## config.mk

```make
export PLATFORM = sky130hd
export DESIGN_NAME = rtc_day_time_alarm
export DESIGN_NICKNAME = d
export VERILOG_FILES = /design/src/hw/rtc_pkg.sv /design/src/hw/rtc_serial_port.sv /design/src/hw/rtc_day_time_alarm.sv
export SDC_FILE = /design/constraint.sdc
export NUM_CORES = 1
export LEC_CHECK = 0
export ABC_CLOCK_PERIOD_IN_PS = 5350
export BUFFER_PORTS_ARGS = -buffer_cell sky130_fd_sc_hd__buf_2
export CAP_MARGIN = 20
export CORE_MARGIN = 5
export CORE_UTILIZATION = 44
export DETAILED_ROUTE_END_ITERATION = 10
export SYNTH_ARGS = -nofsm -noshare
export SYNTH_HDL_FRONTEND = slang
export SYNTH_HIERARCHICAL = 1
export SYNTH_SLANG_ARGS = --single-unit
```

## constraint.sdc

```tcl
create_clock -name ref_clk -period 5.35 [get_ports ref_clk]
set_clock_uncertainty 0.1 [all_clocks]
set_input_delay 1.07 -clock ref_clk [delete_from_list [all_inputs] [get_ports ref_clk]]
set_output_delay 1.07 -clock ref_clk [all_outputs]
set_load 0.02 [all_outputs]
```

## src/hw/rtc_pkg.sv

```systemverilog
// Function
// without a crystal, the slow clock comes from the internal RC oscillator.
// a 32.768 kHz square wave from the active slow source drives the output pin.
// the slow clock is divided to a one-second tick advancing the seconds counter.
// the 17-bit seconds-of-day counter runs 0 to 86,399 then wraps to zero.
// each seconds wrap increments the 15-bit day counter, reaching up to 32767.
// every tick sets the second tick flag; its mask bit blocks the interrupt.
// alarm flag is raised when seconds and day both equal their alarm values.
// alarm match turns the system on when off; when on it only interrupts.
// software accesses counters right after the tick, or double-reads and compares.
// reading day before seconds, software confirms day did not change meanwhile.
// serial words are 32 bits: read/write bit, six address, null, 24 data.
// each turn-on event, the alarm included, sets its own interrupt flag.
// serial writes load running counters; alarm writes take effect on the next tick.
package rtc_pkg;

    // ----------------------------------------------------------------
    // serial word layout
    // ----------------------------------------------------------------
    localparam int WORD_BITS = 32;
    localparam int ADDR_W = 6;
    localparam int DATA_W = 24;
    localparam logic [5:0] CNT_ADDR_DONE = 6'h07;  // r/w bit plus six address bits taken
    localparam logic [5:0] CNT_DATA_START = 6'h08; // null bit taken, data phase begins
    localparam logic [5:0] CNT_WORD_DONE = 6'h20;  // all 32 bits taken
    localparam logic [5:0] CNT_SPENT = 6'h21;      // word already committed

    // ----------------------------------------------------------------
    // register addresses
    // ----------------------------------------------------------------
    localparam logic [5:0] ADDR_TIME = 6'h14;
    localparam logic [5:0] ADDR_ALARM = 6'h15;
    localparam logic [5:0] ADDR_DAY = 6'h16;
    localparam logic [5:0] ADDR_DAY_ALARM = 6'h17;

    // ----------------------------------------------------------------
    // counter widths, limits and reset values
    // ----------------------------------------------------------------
    localparam int SEC_W = 17;
    localparam int DAY_W = 15;
    localparam logic [16:0] SEC_LAST = 17'h1517F; // 86,399
    localparam logic [16:0] SEC_RESET = 17'h00000;
    localparam logic [14:0] DAY_RESET = 15'h0000;
    localparam logic [16:0] ALARM_SEC_RESET = 17'h00000;
    localparam logic [14:0] ALARM_DAY_RESET = 15'h0000;

    // ----------------------------------------------------------------
    // slow clock division
    // ----------------------------------------------------------------
    localparam int SLOW_CLK_HZ = 32768;
    localparam int TICK_HZ = 1;
    localparam int SLOW_EDGES_PER_TICK = SLOW_CLK_HZ / TICK_HZ;
    localparam int DIV_W = 16;

endpackage

```

## src/hw/rtc_serial_port.sv

```systemverilog
`timescale 1ns/1ps
module rtc_serial_port
    import rtc_pkg::*;
(
    input wire logic ref_clk,
    input wire logic rst_n,
    input wire logic spi_clk,
    input wire logic spi_cs,
    input wire logic spi_mosi,
    output logic spi_miso_out,
    output logic spi_miso_oe,
    output logic [rtc_pkg::ADDR_W-1:0] addr,
    output logic [rtc_pkg::DATA_W-1:0] wr_data,
    output logic wr_en,
    input wire logic [rtc_pkg::DATA_W-1:0] rd_data
);
    import rtc_pkg::*;

    // ----------------------------------------------------------------
    // pin synchronisers
    // ----------------------------------------------------------------
    logic [1:0] clk_sync_reg;
    logic [1:0] cs_sync_reg;
    logic [1:0] mosi_sync_reg;
    logic clk_prev_reg;

    // two flops per pin before anything reads it
    always_ff @(posedge ref_clk or negedge rst_n) begin
        if (!rst_n) begin
            clk_sync_reg <= 2'h0;
            cs_sync_reg <= 2'h0;
            mosi_sync_reg <= 2'h0;
            clk_prev_reg <= 1'h0;
        end else begin
            clk_sync_reg <= {clk_sync_reg[0], spi_clk};
            cs_sync_reg <= {cs_sync_reg[0], spi_cs};
            mosi_sync_reg <= {mosi_sync_reg[0], spi_mosi};
            clk_prev_reg <= clk_sync_reg[1];
        end
    end

    // ----------------------------------------------------------------
    // word assembly
    // ----------------------------------------------------------------
    logic [5:0] cnt_reg;
    logic [30:0] shin_reg;
    logic [DATA_W-1:0] shout_reg;
    logic [ADDR_W-1:0] addr_reg;
    logic wr_bit_reg;
    wire cs_on = cs_sync_reg[1];
    wire rise = clk_sync_reg[1] & ~clk_prev_reg;
    wire fall = ~clk_sync_reg[1] & clk_prev_reg;
    wire take_bit = cs_on & rise & (cnt_reg < CNT_WORD_DONE);
    wire data_fall = cs_on & fall & (cnt_reg >= CNT_DATA_START) & (cnt_reg < CNT_WORD_DONE);
    wire commit = cs_on & fall & (cnt_reg == CNT_WORD_DONE);
    wire is_write = wr_bit_reg;

    // a dropped select discards the partial word
    always_ff @(posedge ref_clk or negedge rst_n) begin
        if (!rst_n) begin
            cnt_reg <= 6'h00;
            shin_reg <= 31'h00000000;
        end else if (!cs_on) begin
            cnt_reg <= 6'h00;
        end else if (take_bit) begin
            cnt_reg <= cnt_reg + 6'h01;
            shin_reg <= {shin_reg[29:0], mosi_sync_reg[1]}; // msb first
        end else if (commit) begin
            cnt_reg <= CNT_SPENT;
        end
    end

    // read data leaves on falling edges once the null bit is in
    always_ff @(posedge ref_clk or negedge rst_n) begin
        if (!rst_n) begin
            shout_reg <= 24'h000000;
        end else if (data_fall && cnt_reg == CNT_DATA_START) begin
            shout_reg <= rd_data;
        end else if (data_fall) begin
            shout_reg <= {shout_reg[DATA_W-2:0], 1'b0};
        end
    end

    // r/w bit and address are held once seven bits are in, since later bits shift them out
    always_ff @(posedge ref_clk or negedge rst_n) begin
        if (!rst_n) begin
            addr_reg <= 6'h00;
            wr_bit_reg <= 1'h0;
        end else if (cs_on && cnt_reg == CNT_ADDR_DONE) begin
            addr_reg <= shin_reg[ADDR_W-1:0];
            wr_bit_reg <= shin_reg[ADDR_W];
        end
    end

    assign addr = addr_reg;

    // write pulse on the falling edge of the 32nd clock
    always_ff @(posedge ref_clk or negedge rst_n) begin
        if (!rst_n) begin
            wr_en <= 1'h0;
            wr_data <= 24'h000000;
        end else begin
            wr_en <= commit & is_write;
            wr_data <= shin_reg[DATA_W-1:0];
        end
    end

    // ----------------------------------------------------------------
    // miso: address and null phases read as zero, hi-z while deselected
    // ----------------------------------------------------------------
    wire in_data = (cnt_reg > CNT_DATA_START) || (cnt_reg == CNT_DATA_START && !clk_prev_reg);
    assign spi_miso_oe = cs_on;
    assign spi_miso_out = cs_on & in_data & shout_reg[DATA_W-1];

endmodule

```

## src/hw/rtc_day_time_alarm.sv

```systemverilog
`timescale 1ns/1ps
module rtc_day_time_alarm
    import rtc_pkg::*;
#(
    parameter int SLOW_EDGES = rtc_pkg::SLOW_EDGES_PER_TICK
)(
    input wire logic ref_clk,
    input wire logic rst_n,
    input wire logic xtal_clk_in,
    input wire logic rc_osc_clk_in,
    input wire logic xtal_present,
    output logic slow_clock_out,
    input wire logic spi_clk,
    input wire logic spi_cs,
    input wire logic spi_mosi,
    output logic spi_miso_out,
    output logic spi_miso_oe,
    input wire logic second_tick_mask,
    input wire logic second_tick_clear,
    input wire logic alarm_match_clear,
    input wire logic system_on,
    output logic second_tick_irq,
    output logic alarm_match_irq,
    output logic second_tick_int,
    output logic alarm_int,
    output logic turn_on_event
);
    import rtc_pkg::*;

    // ----------------------------------------------------------------
    // pin synchronisers for the slow clock sources, crystal-present and system-on
    // ----------------------------------------------------------------
    logic [1:0] xtal_sync_reg;
    logic [1:0] rc_sync_reg;
    logic [1:0] present_sync_reg;
    logic [1:0] on_sync_reg;

    // the clock source, crystal-present and system-on levels pass two flops first
    always_ff @(posedge ref_clk or negedge rst_n) begin
        if (!rst_n) begin
            xtal_sync_reg <= 2'h0;
            rc_sync_reg <= 2'h0;
            present_sync_reg <= 2'h0;
            on_sync_reg <= 2'h0;
        end else begin
            xtal_sync_reg <= {xtal_sync_reg[0], xtal_clk_in};
            rc_sync_reg <= {rc_sync_reg[0], rc_osc_clk_in};
            present_sync_reg <= {present_sync_reg[0], xtal_present};
            on_sync_reg <= {on_sync_reg[0], system_on};
        end
    end

    // ----------------------------------------------------------------
    // slow clock source selection
    // ----------------------------------------------------------------
    logic slow_prev_reg;
    wire use_xtal = present_sync_reg[1];
    wire slow_level = use_xtal ? xtal_sync_reg[1] : rc_sync_reg[1];
    wire slow_edge = slow_level & ~slow_prev_reg;

    // the registered level doubles as the square wave on the pin
    always_ff @(posedge ref_clk or negedge rst_n) begin
        if (!rst_n) begin
            slow_prev_reg <= 1'h0;
        end else begin
            slow_prev_reg <= slow_level;
        end
    end

    assign slow_clock_out = slow_prev_reg;

    // ----------------------------------------------------------------
    // one-second divider
    // ----------------------------------------------------------------
    localparam logic [DIV_W-1:0] DIV_LAST = DIV_W'(SLOW_EDGES - 1);
    logic [DIV_W-1:0] div_reg;
    logic [DIV_W-1:0] div_next;
    logic tick;

    // counts active slow-clock edges; the last one of a second ticks
    assign tick = slow_edge & (div_reg == DIV_LAST);
    assign div_next = tick ? '0 : (slow_edge ? div_reg + 1'b1 : div_reg);

    always_ff @(posedge ref_clk or negedge rst_n) begin
        if (!rst_n) begin
            div_reg <= '0;
        end else begin
            div_reg <= div_next;
        end
    end

    // ----------------------------------------------------------------
    // serial register port
    // ----------------------------------------------------------------
    logic [ADDR_W-1:0] reg_addr;
    logic [DATA_W-1:0] reg_wdata;
    logic reg_wr;
    logic [DATA_W-1:0] reg_rdata;

    rtc_serial_port u_port (
        .ref_clk(ref_clk),
        .rst_n(rst_n),
        .spi_clk(spi_clk),
        .spi_cs(spi_cs),
        .spi_mosi(spi_mosi),
        .spi_miso_out(spi_miso_out),
        .spi_miso_oe(spi_miso_oe),
        .addr(reg_addr),
        .wr_data(reg_wdata),
        .wr_en(reg_wr),
        .rd_data(reg_rdata)
    );

    // write strobes per register
    wire wr_time = reg_wr & (reg_addr == ADDR_TIME);
    wire wr_alarm = reg_wr & (reg_addr == ADDR_ALARM);
    wire wr_day = reg_wr & (reg_addr == ADDR_DAY);
    wire wr_day_alarm = reg_wr & (reg_addr == ADDR_DAY_ALARM);

    // ----------------------------------------------------------------
    // seconds-of-day and day counters
    // ----------------------------------------------------------------
    logic [SEC_W-1:0] seconds_of_day_counter_reg;
    logic [SEC_W-1:0] seconds_of_day_counter_next;
    logic [DAY_W-1:0] day_counter_reg;
    logic [DAY_W-1:0] day_counter_next;
    wire sec_wrap = tick & (seconds_of_day_counter_reg == SEC_LAST);

    // a serial write overrides a tick in the same cycle
    assign seconds_of_day_counter_next = wr_time ? reg_wdata[SEC_W-1:0]
        : (sec_wrap ? SEC_RESET
        : (tick ? seconds_of_day_counter_reg + 1'b1 : seconds_of_day_counter_reg));
    assign day_counter_next = wr_day ? reg_wdata[DAY_W-1:0]
        : (sec_wrap ? day_counter_reg + 1'b1 : day_counter_reg);

    always_ff @(posedge ref_clk or negedge rst_n) begin
        if (!rst_n) begin
            seconds_of_day_counter_reg <= SEC_RESET;
            day_counter_reg <= DAY_RESET;
        end else begin
            seconds_of_day_counter_reg <= seconds_of_day_counter_next;
            day_counter_reg <= day_counter_next;
        end
    end

    // ----------------------------------------------------------------
    // alarm compare values
    // ----------------------------------------------------------------
    logic [SEC_W-1:0] alarm_seconds_value_reg;
    logic [DAY_W-1:0] alarm_day_value_reg;

    // new compare values are used from the next tick on
    always_ff @(posedge ref_clk or negedge rst_n) begin
        if (!rst_n) begin
            alarm_seconds_value_reg <= ALARM_SEC_RESET;
            alarm_day_value_reg <= ALARM_DAY_RESET;
        end else begin
            if (wr_alarm) begin
                alarm_seconds_value_reg <= reg_wdata[SEC_W-1:0];
            end
            if (wr_day_alarm) begin
                alarm_day_value_reg <= reg_wdata[DAY_W-1:0];
            end
        end
    end

    // ----------------------------------------------------------------
    // read back mux, unused bits and unmapped addresses read zero
    // ----------------------------------------------------------------
    wire [DATA_W-1:0] rd_time = {{(DATA_W-SEC_W){1'b0}}, seconds_of_day_counter_reg};
    wire [DATA_W-1:0] rd_alarm = {{(DATA_W-SEC_W){1'b0}}, alarm_seconds_value_reg};
    wire [DATA_W-1:0] rd_day = {{(DATA_W-DAY_W){1'b0}}, day_counter_reg};
    wire [DATA_W-1:0] rd_day_alarm = {{(DATA_W-DAY_W){1'b0}}, alarm_day_value_reg};

    assign reg_rdata = (reg_addr == ADDR_TIME) ? rd_time
        : (reg_addr == ADDR_ALARM) ? rd_alarm
        : (reg_addr == ADDR_DAY) ? rd_day
        : (reg_addr == ADDR_DAY_ALARM) ? rd_day_alarm
        : '0;

    // ----------------------------------------------------------------
    // alarm match, checked in the cycle after each tick
    // ----------------------------------------------------------------
    logic tick_d_reg;
    wire match_now = (seconds_of_day_counter_reg == alarm_seconds_value_reg)
        & (day_counter_reg == alarm_day_value_reg);
    wire alarm_hit = tick_d_reg & match_now;

    always_ff @(posedge ref_clk or negedge rst_n) begin
        if (!rst_n) begin
            tick_d_reg <= 1'h0;
        end else begin
            tick_d_reg <= tick;
        end
    end

    // ----------------------------------------------------------------
    // sticky flags, where a set in the clear cycle wins, and the one-cycle turn-on pulse
    // ----------------------------------------------------------------
    logic tick_flag_reg;
    logic alarm_flag_reg;
    logic turn_on_reg;

    always_ff @(posedge ref_clk or negedge rst_n) begin
        if (!rst_n) begin
            tick_flag_reg <= 1'h0;
            alarm_flag_reg <= 1'h0;
            turn_on_reg <= 1'h0;
        end else begin
            tick_flag_reg <= tick | (tick_flag_reg & ~second_tick_clear);
            alarm_flag_reg <= alarm_hit | (alarm_flag_reg & ~alarm_match_clear);
            turn_on_reg <= alarm_hit & ~on_sync_reg[1];
        end
    end

    assign second_tick_irq = tick_flag_reg;
    assign alarm_match_irq = alarm_flag_reg;
    assign second_tick_int = tick_flag_reg & ~second_tick_mask;
    // the alarm only interrupts the processor while the system is on
    assign alarm_int = alarm_flag_reg & on_sync_reg[1];
    assign turn_on_event = turn_on_reg;

endmodule

```

==> results.md <==
Floorplan:
- The number of core rows is 51.
- 20 I/O pins were placed.
- The die is 150 um tall.
- The floorplan step defined a die boundary enclosing 22,400 sq um.
- The initial utilization of the core area, before any placement, comes to between 40 and 50%.
- After floorplanning, the core was sized to cover 19,300 sq um.
- From left edge to right edge, the die measures about 150 um.

GRT:
- For this run the aggregate overflow at the end of global routing stands at 0.
- The number of global-route vias before repair is a little under 6,000.
- The first global-routing pass estimated about 34,000 um of wire.
- Entering global routing, the biggest net connects slightly above 90 pins.
- The number of antenna violations at the first check in global routing was 0.
- Global routing used 19.2% of the available tracks across all layers.

Status:
- The flow ran to the end, and the final reports show no timing, DRC or antenna violations.

STA:
- The slew at the pin closest to its max-slew limit is about 1.1 ns.
- The number of max-slew violations in the final report is 0.
- The final number of hold-violating endpoints was 0.
- Derived from the worst setup path, the maximum achievable clock frequency is 309 MHz.
- The worst path needs around 3.2 ns of the cycle, external delays included.
- For the final routed database, the setup TNS stands at 0 ns.
- Setup violations remaining at the end of the flow were counted as 0.
- Setup slack closes at approximately 2.1 ns.
- Setup repair after global routing left no endpoint under its margin.
- The max-slew headroom at the worst pin is a little over a quarter.
- After layout, the worst path uses 60.5% of the clock period.

Setup path:
- The terminus of the critical flop-to-flop path is day_counter_reg[14].
- STA puts the critical path data arrival time at 2.06 ns.
- The setup check on the worst reg-to-reg path leaves a slack of around 2.5 ns.
- The type of destination of the critical path is an output port.
- The worst setup path is of the flop to output port kind.
- The worst path required time is between 4 and 5 ns.
- In this run the worst path has a maximum fanout of 24.
- In this run the critical register-to-register path is launched from seconds_of_day_counter_reg[0].
- The origin of the worst setup path is u_port/cnt_reg[0].
- The kind of start point of the critical path is a flop.
- Measured in cells, the most critical reg-to-reg path has a length of 6.

Yosys:
- During synthesis, Yosys emitted a total of 6 warnings.
- The cell count after synthesis is between 800 and 900.
- In this run the cell area of the synthesized design comes to around 8600 sq um.
- The average size of a mapped cell is approximately 10 sq um.

Clock network:
- The number of buffers inserted to repair setup after CTS is 0.
- Clock tree synthesis selected as its root buffer the cell clkbuf_16.
- In this run, post-CTS hold repair placed 0 buffers.
- Gates resized during post-CTS repair numbered 0.
- The H-tree generated during clock tree synthesis spans 4 levels.
- The maximum root-to-sink buffer count is 2.
- The total clock sinks is 172.
- In this run, CTS created clock tree buffers numbering 17.
- The clock-pin slew of the registers on the worst-case setup and hold paths is 0.07 ns.
- The clock latency of the later-clocked register in the worst-skew pair is 0.43 ns.
- The CTS tree is done.

Route:
- The routed wirelength normalized by instance count is about 18 um.
- For this run, the detailed router's first-pass iteration total came to 5.
- The final route contains approximately 6,400 vias.
- The final layout contains routed wiring with a total length of roughly 21,000 um.
- The remaining antenna violation count after routing is 0.
- Using the TritonRoute via totals, the vias-per-cell ratio works out to 5.70.
- The post-detailed-route DRC marker count is 0.
- The detailed router's first-iteration violation count is 545.

Final layout:
- The final cell utilization of the core is slightly below 50%.
- The number of inserted diodes is 0.
- The flip-flop count of the largest register, all copies and words added is 24.
- The library cells used most frequently in the layout, excluding fill and tap cells, are dfrtp_1, nand2_1, nor2_1.
- After the last flow step, the layout net total stands at 857.
- Once layout is complete, the cells apart from fillers number about 1,100.
- Counting the fill cells in the layout gives approximately 1,800.
- The relative area change from synthesis to final layout is 9.92%.
- Leaving out fill and tap cells, the most frequent cell in the layout is dfrtp_1.
- The fraction of layout instances using a drive strength above 1 is 14.7%.

Pwr:
- The sum of internal, switching and leakage power is about 2700 uW.
- Dividing total power by cell area gives a power density of between 200 and 300 nW/um^2.
- The static power due to leakage is 0.00408 uW.
- Across the VDD grid, the largest voltage drop is 0.192 mV.

Place:
- The final estimated routing congestion in global placement is approximately 0.89.
- Timing analysis after detailed placement gives a worst setup slack of about 2.3 ns.
- The number of placed instances, taps included is 1,084.
- The quantity of I/O buffers inserted on ports is 19.
- The wire-length estimate of the detail-placed layout is roughly 14,000 um.

Hold path:
- The worst hold path startpoint is u_port/mosi_sync_reg[0].
- The worst hold endpoint is u_port/mosi_sync_reg[1].
- The worst hold path belongs to the class flop to flop.
- The number of stages on the worst hold path is 0.

Flow run:
- The tool flagged a number of max-cap violations equal to 0.
-- worst max-delay path, stage by stage, from the launching register on --
cell and delay [ns]:
dfrtp_1 0.48, or4b_4 0.71, nor2_1 0.19, a21oi_1 0.08
buf_2 0.17
-- layout make-up --
cell class | instances | area (sq um) | area share (%)
flip-flops and latches | 172 | 4300 | 45.6
clock inverters | 15 | 146 | 1.55
inverters | 11 | 41.3 | 0.437
repair buffers | 29 | 196 | 2.08
well taps | 265 | 332 | 3.51
clock buffers | 17 | 425 | 4.51
multi-input cells | 609 | 4000 | 42.3
-- metrics by stage --
stage / area, sq um / hold slack (ns)
after floorplan: 8610 / 0.231
after global placement: 8850 / 0.232
after detailed placement: 8850 / 0.236
after CTS: 9420 / 0.252
after global routing: 9440 / 0.256
final: 9440 / 0.250
-- worst max-delay path by stage --
stage / depth (start not counted) / slack (ns) / to
5_1_grt: 4 / 1.99 / spi_miso_out
2_1_floorplan: 1 / 2.83 / second_tick_int
4_1_cts: 4 / 2.09 / spi_miso_out
3_5_place_dp: 3 / 2.35 / alarm_day_value_reg[3]
3_3_place_gp: 3 / 2.41 / alarm_day_value_reg[6]
6_report: 4 / 2.12 / spi_miso_out
-- power breakdown --
| part | leakage (uW) | total (uW) | internal, uW | switching (uW) |
|---|---|---|---|---|
| combinational | 0.00150 | 88.8 | 32.7 | 56.1 |
| sequential | 0.00231 | 1420 | 1350 | 70.4 |
| clock | 0.000268 | 1190 | 618 | 576 |
-- layer usage --
layer / up-vias / part of all wire [%] / wire length (um) / global-route usage, %
met3: 34 / 4.7 / 958 / 3.06
li1: 3032 / - / - / -
met1: 3146 / 49 / 10100 / 29.9
met4: 0 / 2.7 / 559 / 7.59
met5: - / 0 / 0 / 0
met2: 161 / 43 / 8870 / 26.5
(Power assumes the default switching activity.)
